`src/pkg/fan_ctrl_pkg.sv`:
```
// =============================================================================
// fan control constants
package fan_ctrl_pkg;
    // command codes and reply marker
    localparam logic [7:0] CMD_FAILSAFE = 8'h19;
    localparam logic [7:0] CMD_GLITCH = 8'h1A;
    localparam logic [7:0] CMD_QUERY = 8'h1B;
    localparam logic [7:0] REPLY_BIT = 8'h40;
    // payload lengths
    localparam logic [7:0] LEN_FAILSAFE = 8'h02;
    localparam logic [7:0] LEN_GLITCH = 8'h04;
    localparam logic [7:0] LEN_QUERY = 8'h00;
    localparam logic [7:0] LEN_QUERY_REPLY = 8'h05;
    // fan count and mask width
    localparam int NUM_FANS = 4;
    // power scale: full power value and pwm steps per period
    localparam logic [7:0] FULL_POWER = 8'h64;
    localparam logic [6:0] PWM_STEPS = 7'h64;
    // reset values
    localparam logic [7:0] GLITCH_DEFAULT = 8'h01;
    // timing: one pwm step (1/100 of the 18 Hz period) and one eighth second
    localparam int CLK_MHZ = 125;
    localparam int STEP_TIME_PS = 552500000;
    // ps to ns first, so the product with CLK_MHZ stays within int range
    localparam int STEP_CYCLES = STEP_TIME_PS / 1000 * CLK_MHZ / 1000;
    localparam int TICK_TIME_MS_X8 = 1000;
    localparam int TICK_CYCLES = TICK_TIME_MS_X8 / 8 * 1000 * CLK_MHZ;
endpackage

```
`src/logic/fan_failsafe_tach_control.sv`:
```
`timescale 1ns/1ns
module fan_failsafe_tach_control
    import fan_ctrl_pkg::*;
#(
    parameter int STEP_CYC = STEP_CYCLES,
    parameter int TICK_CYC = TICK_CYCLES
)
(
    // clock and reset
    input wire logic i_clk,
    input wire logic i_rst_n,
    // decoded host command
    input wire logic i_cmd_valid,
    input wire logic [7:0] i_cmd_type,
    input wire logic [7:0] i_cmd_len,
    input wire logic [3:0][7:0] i_cmd_data,
    // host fan power updates
    input wire logic [3:0] i_pwr_we,
    input wire logic [3:0][7:0] i_pwr_val,
    // boot-state store request
    input wire logic i_boot_store,
    // tachometer pins
    input wire logic [3:0] i_tach,
    // reply to host
    output logic o_rsp_valid,
    output logic [7:0] o_rsp_type,
    output logic [7:0] o_rsp_len,
    output logic [4:0][7:0] o_rsp_data,
    // fan drive and tach events
    output logic [3:0] o_fan_on,
    output logic [3:0] o_tach_pulse,
    // status
    output logic [3:0][7:0] o_fan_power,
    output logic [3:0] o_fs_mask,
    output logic [3:0][7:0] o_glitch,
    output logic [3:0][7:0] o_boot_glitch
);

    // =========================================================================
    // state
    typedef struct packed {
        logic [16:0] step_pre;      // cycles within a pwm step
        logic [6:0] phase;          // pwm step 0..99
        logic [23:0] tick_pre;      // cycles within an eighth second
        logic [3:0][7:0] power;     // fan power 0..100
        logic [3:0] fs_mask;        // supervised fans
        logic [7:0] fs_timeout;     // programmed timeout
        logic [3:0][7:0] fs_cnt;    // countdown per fan
        logic [3:0][7:0] glitch;    // blanking delay per fan
        logic [3:0][7:0] boot_glitch; // saved boot copy
        logic [3:0][7:0] blank;     // blanking remaining
        logic [3:0] fan_on;         // pwm output
        logic [3:0] tach_s1;        // sync stage one
        logic [3:0] tach_s2;        // sync stage two
        logic [3:0] tach_s3;        // previous synced level
        logic [3:0] tach_pulse;     // accepted tach edge
        logic rsp_valid;            // reply strobe
        logic [7:0] rsp_type;       // reply type
        logic [7:0] rsp_len;        // reply length
        logic [4:0][7:0] rsp_data;  // reply payload
    } state_s;

    state_s st;
    state_s next_st;
    logic step_end; // last cycle of a pwm step
    logic tick_end; // last cycle of an eighth second
    logic is_fs;    // valid fail-safe command
    logic is_gl;    // valid glitch command
    logic is_qr;    // valid query command

    assign step_end = (st.step_pre == 17'(STEP_CYC - 1));
    assign tick_end = (st.tick_pre == 24'(TICK_CYC - 1));
    assign is_fs = i_cmd_valid && i_cmd_type == CMD_FAILSAFE && i_cmd_len == LEN_FAILSAFE;
    assign is_gl = i_cmd_valid && i_cmd_type == CMD_GLITCH && i_cmd_len == LEN_GLITCH;
    assign is_qr = i_cmd_valid && i_cmd_type == CMD_QUERY && i_cmd_len == LEN_QUERY;

    // =========================================================================
    // next-state logic
    always_comb
    begin
        next_st = st;
        next_st.rsp_valid = 1'b0;
        // pwm timebase, 100 steps per period
        next_st.step_pre = step_end ? 17'h00000 : st.step_pre + 17'h00001;
        if (step_end)
        begin
            next_st.phase = (st.phase == PWM_STEPS - 7'h01) ? 7'h00 : st.phase + 7'h01;
        end
        // eighth-second tick prescaler
        next_st.tick_pre = tick_end ? 24'h000000 : st.tick_pre + 24'h000001;
        // synchroniser chain and edge history
        next_st.tach_s1 = i_tach;
        next_st.tach_s2 = st.tach_s1;
        next_st.tach_s3 = st.tach_s2;
        for (int i = 0; i < NUM_FANS; i++)
        begin
            // pwm compare, 100 or more means always on
            next_st.fan_on[i] = ({1'b0, st.phase} < st.power[i]);
            // blanking counts down once per pwm step
            if (step_end && st.blank[i] != 8'h00)
            begin
                next_st.blank[i] = st.blank[i] - 8'h01;
            end
            // turn-on edge restarts blanking
            if (next_st.fan_on[i] && !st.fan_on[i])
            begin
                next_st.blank[i] = st.glitch[i];
            end
            // only edges seen while powered and not blanked count
            next_st.tach_pulse[i] = st.fan_on[i] && st.blank[i] == 8'h00
                && (st.tach_s2[i] != st.tach_s3[i]);
            // fail-safe countdown, expiry forces full power
            if (tick_end && st.fs_mask[i] && st.fs_cnt[i] != 8'h00)
            begin
                next_st.fs_cnt[i] = st.fs_cnt[i] - 8'h01;
                if (st.fs_cnt[i] == 8'h01)
                begin
                    next_st.power[i] = FULL_POWER;
                end
            end
            // host update wins over expiry and restarts countdown
            if (i_pwr_we[i])
            begin
                next_st.power[i] = i_pwr_val[i];
                next_st.fs_cnt[i] = st.fs_timeout;
            end
        end
        // fail-safe command: mask and timeout
        if (is_fs)
        begin
            next_st.fs_mask = i_cmd_data[0][3:0];
            next_st.fs_timeout = i_cmd_data[1];
            for (int i = 0; i < NUM_FANS; i++)
            begin
                next_st.fs_cnt[i] = i_cmd_data[1];
            end
        end
        // glitch command: four delays in fan order
        if (is_gl)
        begin
            next_st.glitch = i_cmd_data;
        end
        // boot-state store keeps the delays
        if (i_boot_store)
        begin
            next_st.boot_glitch = st.glitch;
        end
        // reply for each accepted command
        if (is_fs || is_gl || is_qr)
        begin
            next_st.rsp_valid = 1'b1;
            next_st.rsp_type = i_cmd_type | REPLY_BIT;
            next_st.rsp_len = is_qr ? LEN_QUERY_REPLY : 8'h00;
            next_st.rsp_data = '0;
            if (is_qr)
            begin
                next_st.rsp_data = {4'h0, st.fs_mask, st.power};
            end
        end
    end

    // =========================================================================
    // state register
    always_ff @(posedge i_clk)
    begin
        if (!i_rst_n)
        begin
            st <= '0;
            st.glitch <= {NUM_FANS{GLITCH_DEFAULT}};
            st.boot_glitch <= {NUM_FANS{GLITCH_DEFAULT}};
        end
        else
        begin
            st <= next_st;
        end
    end

    // =========================================================================
    // outputs
    assign o_rsp_valid = st.rsp_valid;
    assign o_rsp_type = st.rsp_type;
    assign o_rsp_len = st.rsp_len;
    assign o_rsp_data = st.rsp_data;
    assign o_fan_on = st.fan_on;
    assign o_tach_pulse = st.tach_pulse;
    assign o_fan_power = st.power;
    assign o_fs_mask = st.fs_mask;
    assign o_glitch = st.glitch;
    assign o_boot_glitch = st.boot_glitch;

    // =========================================================================
    // checks
    AST_FS_MASK: assert property (@(posedge i_clk) disable iff (!i_rst_n)
        is_fs |=> o_fs_mask == $past(i_cmd_data[0][3:0]))
        else $error("fail-safe mask not taken");
    AST_FS_LOAD: assert property (@(posedge i_clk) disable iff (!i_rst_n)
        is_fs |=> st.fs_cnt[1] == $past(i_cmd_data[1])
        && st.fs_timeout == $past(i_cmd_data[1]))
        else $error("fail-safe timeout not loaded");
    // fan two is one of the three fans that expire in the bench
    AST_FORCE: assert property (@(posedge i_clk) disable iff (!i_rst_n)
        tick_end && st.fs_mask[1] && st.fs_cnt[1] == 8'h01 && !i_pwr_we[1]
        |=> o_fan_power[1] == FULL_POWER)
        else $error("expired fan not forced to full power");
    AST_FAN4: assert property (@(posedge i_clk) disable iff (!i_rst_n)
        is_fs && i_cmd_data[0][3] |=> o_fs_mask[3])
        else $error("fourth fan bit dropped");
    // full power keeps the fan on through the whole period
    AST_PWM: assert property (@(posedge i_clk) disable iff (!i_rst_n)
        o_fan_power[2] >= FULL_POWER |=> o_fan_on[2] && st.phase < PWM_STEPS)
        else $error("pwm phase or full power output wrong");
    // zero power keeps the fan off
    AST_PWM_OFF: assert property (@(posedge i_clk) disable iff (!i_rst_n)
        o_fan_power[0] == 8'h00 |=> !o_fan_on[0])
        else $error("fan on at zero power");
    // phase wraps after the last of the hundred steps
    AST_PWM_WRAP: assert property (@(posedge i_clk) disable iff (!i_rst_n)
        step_end && st.phase == PWM_STEPS - 7'h01 |=> st.phase == 7'h00)
        else $error("pwm phase did not wrap");
    // a zero delay count may let an edge through right away
    AST_BLANK: assert property (@(posedge i_clk) disable iff (!i_rst_n)
        $rose(o_fan_on[0]) |-> st.blank[0] == $past(st.glitch[0])
        ##1 (!o_tach_pulse[0] || $past(st.blank[0]) == 8'h00))
        else $error("tach not blanked after turn-on");
    AST_DEFAULT: assert property (@(posedge i_clk)
        !i_rst_n |=> o_glitch[3] == GLITCH_DEFAULT && o_boot_glitch[0] == GLITCH_DEFAULT)
        else $error("blanking delay default wrong");
    AST_GLITCH: assert property (@(posedge i_clk) disable iff (!i_rst_n)
        is_gl |=> o_glitch == $past(i_cmd_data))
        else $error("glitch delays not set");
    AST_BOOT: assert property (@(posedge i_clk) disable iff (!i_rst_n)
        i_boot_store |=> o_boot_glitch == $past(o_glitch))
        else $error("boot copy of delays not saved");
    AST_QUERY: assert property (@(posedge i_clk) disable iff (!i_rst_n)
        is_qr |=> o_rsp_len == LEN_QUERY_REPLY && o_rsp_data[4][3:0] == $past(o_fs_mask)
        && o_rsp_data[1] == $past(o_fan_power[1]))
        else $error("query reply wrong");
    AST_REPLY: assert property (@(posedge i_clk) disable iff (!i_rst_n)
        (is_fs || is_gl) |=> o_rsp_valid && o_rsp_type == ($past(i_cmd_type) | REPLY_BIT)
        && o_rsp_len == 8'h00 ##1 !o_rsp_valid || $past(i_cmd_valid))
        else $error("reply type or length wrong");
    AST_RELOAD: assert property (@(posedge i_clk) disable iff (!i_rst_n)
        i_pwr_we[2] && !is_fs |=> st.fs_cnt[2] == $past(st.fs_timeout))
        else $error("countdown not restarted on power update");

endmodule // fan_failsafe_tach_control

```
`config.mk`:
```
export PLATFORM = sky130hd
export DESIGN_NAME = fan_failsafe_tach_control
export DESIGN_NICKNAME = d
export VERILOG_FILES = /design/src/pkg/fan_ctrl_pkg.sv /design/src/logic/fan_failsafe_tach_control.sv
export SDC_FILE = /design/constraint.sdc
export NUM_CORES = 1
export LEC_CHECK = 0
export BUFFER_PORTS_ARGS = -buffer_cell sky130_fd_sc_hd__buf_2
export CAP_MARGIN = 20
export CORE_MARGIN = 2
export CORE_UTILIZATION = 25
export CTS_BUF_LIST = sky130_fd_sc_hd__clkbuf_4
export CTS_CLUSTER_SIZE = 40
export DETAILED_ROUTE_END_ITERATION = 10
export SYNTH_ARGS = -nofsm -noshare
export SYNTH_HDL_FRONTEND = slang
export SYNTH_SLANG_ARGS = --single-unit
```
`constraint.sdc`:
```
create_clock -name i_clk -period 2.9 [get_ports i_clk]
set_clock_uncertainty 0.1 [all_clocks]
set_input_delay 0.145 -clock i_clk [delete_from_list [all_inputs] [get_ports i_clk]]
set_output_delay 0.145 -clock i_clk [all_outputs]
set_load 0.005 [all_outputs]
```
==> qor.txt, run 1 <==
Status: finished, final reports clean
Max transition margin: 29.5%
Sw Share: 27.1%
Chip height: 238 µm
Max VDD drop: 322 µV
Type of the worst min-delay path: in -> reg
Die X: 238 µm
Switch Pwr: 2.43 mW
DRT iter0 DRCs: 904
Final ANT Viol Nets: 0
Area contributors post-synth: dfxtp_1 42%, buf_4 9.1%, nor2_1 4.2%
Clock network fraction of design power: 44.1%
Endpoints failing hold: 0
Synth top area share: 41.7%
RSZ-0062 raised after global routing: yes
Worst hold slack: 0.116 ns
Post-synth EDFFs: 0
Ys flop type: dfxtp_1
Endpoints failing setup: 0
Leak pwr: 7.69 nW
Hold depth: 7
Bufs on Longest Clock Path: 3
Critical Path AT: 3.42 ns
CTS root buf: clkbuf_4
Post-synth top area cell: dfxtp_1
Post-Synthesis Mean Instance Area: 8.74 µm²
Seq pwr share: 46.0%
Final Core Density: 33.1%
Drt wl/cell: 16.2 µm
Reg clk slew, reported paths: 0.06 ns
Post-synthesis sequential area ratio: 41.7%
Initial DRT Pass Iterations: 6
Pint: 6.56 mW
Final nets: 2062
Clk_lat worst skew: 0.82 ns
Cell area after layout: 17900 µm²
End of the worst hold path: o_glitch[9]
DR DRC count: 0
GR Overflow Total: 0
FF+latch count, synth: 286
Worst-Margin Slew: 1.05 ns
Hold_sp: i_cmd_len[3]
Vias: 12400
Layout area overhead: 30.2%
Largest net degree at the start of global routing: 119
Final max-slew violation count: 0
Die area: 56900 µm²
First-pass GRT wire length: 67000 µm
CTS H-tree lvls: 3
Fin crit share: 97.1%
Drt total wl: 43700 µm
Final min period: 2.82 ns
Fmax: 355 MHz
Number of global-route vias before repair: 12300
Async SR Flop Fraction: 0%
Pwr dens: 502 nW/µm²
GRT Util Overall: 15.1%
TritonCTS clock tree: built
Cell area after synthesis: 13700 µm²
R2R Path End: o_fan_power[30]
Worst Path Max Fanout: 8
GPL Wtd Cong: 0.876
R2r worst-path depth: 6
Io pins: 257
Yosys cell types: 63
Effective utilization at floorplan: 25.4%
Core Region: 54100 µm²
RR Startpoint: st[256]
CTS buffer count: 85
CTS Sinks: 286
Routed vias/inst: 4.61
Layout cells sized above 1: 22.6%
Worst Setup Start Kind: flip-flop
Initial antenna violation count: 4
Worst setup EP type: flip-flop
Hpwl dp: 29500 µm
Fillers: 5549
Placed Area: 14600 µm²
Critical Path RT: 3.50 ns
WS Path Type: reg -> reg
Max-cap violations: 0
Ys Warns: 0
R2r setup slk: 0.08 ns
Site Rows: 85
Synth Instances: 1573
Logic gate share of total power: 9.9%
PortBufs: 246
## power by group through the flow
stage | combinational, mW | clock (mW) | sequential [mW]
after global routing | 0.980 | 4.34 | 4.15
final | 0.890 | 3.96 | 4.14
after CTS | 0.885 | 4.11 | 4.14
after floorplan | 0.484 | 0 | 4.19
after global placement | 0.685 | 0 | 4.22
after detailed placement | 0.698 | 0 | 4.22
## per-stage QoR
stage	setup TNS [ns]	std cells	setup WS (ns)	power, mW
floorplan	0	1582	0.759	4.67
global placement	0	2314	0.483	4.91
detailed placement	0	2314	0.433	4.92
CTS	0	2690	0.0343	9.13
global route	-0.677	2692	-0.0959	9.47
finish	0	2693	0.0839	8.99
## Yosys cell counts (28+ instances only)
cell,n
a21oi_1,109
a22o_2,28
buf_4,166
clkbuf_1,49
dfxtp_1,286
ha_1,44
inv_1,57
mux2i_1,45
nand2_1,151
nand3_1,56
nor2_1,152
o21ai_0,67
xnor2_1,33
xor2_1,55
## layout make-up
class / instances / area [µm²] / share of cell area, %
clock buffer: 120 / 901 / 5.03
multi-input combinational: 1000 / 6270 / 35.1
inverter: 58 / 220 / 1.23
sequential: 286 / 5730 / 32.0
clock inverter: 35 / 206 / 1.15
tap: 696 / 871 / 4.87
timing repair buffer: 495 / 3690 / 20.6
antenna: 3 / 7.51 / 0.0419
## cells by family after synthesis
| family | share of synthesized area [%] |
|---|---|
| xor gates and xnor gates | 5.61 |
| adders and majority gates | 4.01 |
| muxes | 3.28 |
| buffers and inverters | 13.0 |
| and+or+nand+nor | 18.9 |
| other | 0.0273 |
| AOI/OAI and AO/OA | 13.6 |
| DFF | 41.7 |
## layout by cell type, fill, tap and decap left out, types with 15 or more instances in the layout
cell,synthesis,layout
a21oi_1,109,109
a22o_2,28,28
a22oi_1,20,20
a31oi_1,16,16
and2_1,21,22
buf_2,16,246
buf_4,166,25
clkbuf_4,0,120
clkinv_1,1,25
dfxtp_1,286,286
dlygate4sd3_1,0,221
ha_1,44,44
inv_1,57,57
mux2i_1,45,45
nand2_1,151,151
nand3_1,56,56
nand4_1,16,16
nor2_1,152,151
o21ai_0,67,67
or3_1,15,15
xnor2_1,33,33
xor2_1,55,55
## layer usage
metal,global-route usage (%),wire length (µm),vias to the layer above
li1,-,-,6014
met1,18.6,19100,5888
met2,24.8,20400,438
met3,4.28,3190,83
met4,5.97,1050,2
met5,0,13,-
## registers in the layout, indices dropped and copies added (netlist names), 8 cells and up
signal         flops
o_rsp_type         8
st               124
o_fan_power       32
o_rsp_data        36
o_boot_glitch     32
next_st            8
o_glitch          32
## worst max path at each step
stage	from	endpoint	slack, ns	cells after the start
after CTS	st[249]	o_fan_power[17]	0.03	8
after global routing	st[256]	o_fan_power[20]	-0.1	7
after floorplan	st[249]	st[177]	0.76	9
final	st[256]	o_fan_power[30]	0.08	6
after detailed placement	st[249]	o_fan_power[25]	0.43	7
after global placement	st[249]	o_fan_power[31]	0.48	7
## what timing repair did
item                                   4_1_cts  5_1_grt
gates resized for setup                      0        1
endpoints found under the hold margin      219        0
hold buffers                               221        0
setup buffers                                0        0
setup endpoints to repair                    0       19
## critical path, cell delays in order, from the launching register on
cell	delay (ns)
dfxtp_1	0.46
nor4b_1	0.09
and4_1	0.23
and2_1	0.25
a31oi_1	0.79
a21oi_1	0.17
dlygate4sd3_1	0.61
No activity file was read; power rests on OpenSTA's default activity.
==> run 2, diff against run 1 <==
--- a/config.mk
+++ b/config.mk
@@ -5,9 +5,9 @@
 export SDC_FILE = /design/constraint.sdc
 export NUM_CORES = 1
 export LEC_CHECK = 0
-export BUFFER_PORTS_ARGS = -buffer_cell sky130_fd_sc_hd__buf_2
+export BUFFER_PORTS_ARGS = -buffer_cell sky130_fd_sc_hd__clkbuf_2
 export CAP_MARGIN = 20
-export CORE_MARGIN = 2
+export CORE_MARGIN = 3
 export CORE_UTILIZATION = 25
 export CTS_BUF_LIST = sky130_fd_sc_hd__clkbuf_4
 export CTS_CLUSTER_SIZE = 40
==> run 2 against run 1 <==
Routed wire length down 2.5%. Utilization down 1.2 points. Sequential cell count unchanged. First-iteration DRC count down 27%. Clock power down 6.8%. Combinational power down 6.1%. Register-to-register slack worse by 0.02 ns. Sequential share of layout area up 1.2 points. Global-route usage down 0.63 points. Design area down 3.7%. Critical path type unchanged. Critical endpoint is now st[184]. Largest power group unchanged. Highest routed layer unchanged.
==> qor.txt, run 2 (same netlist as run 1, synthesis figures left out) <==
Status: finished, final reports clean
Pre-CTS WS: 0.370 ns
Layout cells sized above 1: 23.2%
RR Startpoint: st[249]
CP Launch Point: st[249]
Site Rows: 85
Inst Count DP: 2312
Worst setup EP type: flip-flop
R2r setup slk: 0.07 ns
Type of the worst min-delay path: in -> reg
Final min period: 2.83 ns
R2r worst-path depth: 9
Worst Path Max Fanout: 8
Largest net degree at the start of global routing: 53
Number of global-route vias before repair: 12000
Max-cap violations: 0
Worst Setup Start Kind: flip-flop
Clk_lat worst skew: 0.81 ns
CTS Sinks: 286
TritonCTS clock tree: built
Worst-Margin Slew: 0.882 ns
Final max-slew violation count: 0
GPL Wtd Cong: 0.837
Chip height: 240 µm
CTS root buf: clkbuf_4
Worst setup margin: 0.0652 ns
Io pins: 257
Reg clk slew, reported paths: 0.07 ns
Initial antenna violation count: 4
Post-route insts no fill: 2620
Most frequent cells in the layout: 286 x dfxtp_1, 245 x clkbuf_2, 164 x dlygate4sd3_1, 151 x nand2_1, 151 x nor2_1
Critical Path RT: 3.48 ns
Fillers: 5577
Critical Path Sink: st[184]
Vias: 12000
Commonest non-fill, non-tap cell in the layout: dfxtp_1
Final Core Density: 31.8%
GR Overflow Total: 0
CTS H-tree lvls: 3
Die area: 57800 µm²
Post-layout power: 8.67 mW
Final nets: 2002
Max reg flops: 124
Hpwl dp: 29600 µm
Endpoints failing setup: 0
R2R Path End: st[184]
Effective utilization at floorplan: 25.4%
Max VDD drop: 255 µV
Initial DRT Pass Iterations: 5
Fmax: 353 MHz
Drt wl/cell: 16.2 µm
Leak pwr: 7.33 nW
GRT Util Overall: 14.5%
Bufs on Longest Clock Path: 3
Fin crit share: 97.8%
Top reg by flops: st
Drt total wl: 42600 µm
WS Path Type: reg -> reg
Endpoints failing hold: 0
DRT iter0 DRCs: 664
Layout area overhead: 25.4%
Max transition margin: 40.9%
Pwr dens: 503 nW/µm²
RSZ-0062 raised after global routing: yes
DR DRC count: 0
CTS buffer count: 83
Routed vias/inst: 4.59
Die X: 240 µm
Core Region: 54100 µm²
Critical Path AT: 3.42 ns
Seq. cell area: 5730 µm²
Final ANT Viol Nets: 0
Multi-input gate area: 6290 µm²
First-pass GRT wire length: 65800 µm
PortBufs: 246
[run 2: area by class of cell]
class                   instances  area share (%)
clock buffers                 114            4.97
inverters                      58            1.28
repair buffers                437            18.1
multi-input cells            1000            36.5
clock inverters                24           0.791
flip-flops and latches        286            33.2
diodes                          5          0.0726
well taps                     696            5.05
[run 2: routing by layer]
| layer | track usage [%] | routed length (µm) | vias up |
|---|---|---|---|
| met4 | 4.79 | 774 | 2 |
| met1 | 18.5 | 19000 | 5692 |
| met3 | 3.76 | 3090 | 75 |
| met5 | 0 | 7 | - |
| li1 | - | - | 5876 |
| met2 | 23.7 | 19700 | 389 |
[run 2: through the flow]
step,TNS (ns),area (µm²),hold WS (ns)
after floorplan,0,13800,0.169
after global placement,0,14600,0.256
after detailed placement,0,14600,0.260
after CTS,0,17200,0.00321
after global routing,-0.112,17200,0.0180
final,0,17200,0.0689
[run 2: where the power goes]
part           leakage [nW]  internal, mW  switching, mW
combinational          4.41         0.381          0.455
clock                 0.595          1.90           1.79
sequential             2.32          4.03          0.108
total                  7.33          6.31           2.36
[run 2: timing repair]
action	in CTS	in global routing
endpoints found under the hold margin	183	1
gates resized for setup	0	4
hold buffers	163	1
endpoints found under the setup margin	0	11
buffers inserted	0	0
[run 2: worst min-delay path by stage]
| stage | cells after the start | start | to | slack [ns] |
|---|---|---|---|---|
| 2_1_floorplan | 2 | i_cmd_data[0] | o_glitch[0] | 0.17 |
| 3_3_place_gp | 2 | i_tach[0] | next_st[65] | 0.26 |
| 3_5_place_dp | 2 | i_tach[0] | next_st[65] | 0.26 |
| 4_1_cts | 4 | i_pwr_val[1] | o_fan_power[1] | 0.003 |
| 5_1_grt | 4 | i_pwr_val[4] | o_fan_power[4] | 0.02 |
| 6_report | 4 | i_pwr_val[16] | o_fan_power[16] | 0.07 |
[run 2: worst max-delay path: stages, from the launching register on]
cell and delay (ns):
dfxtp_1 0.35, ha_1 0.26, nand4_1 0.16, nor4_4 0.25, buf_4 0.21, nand4b_1 0.28
nor4_2 0.28, xnor2_1 0.15, o221ai_1 0.13, dlygate4sd3_1 0.56
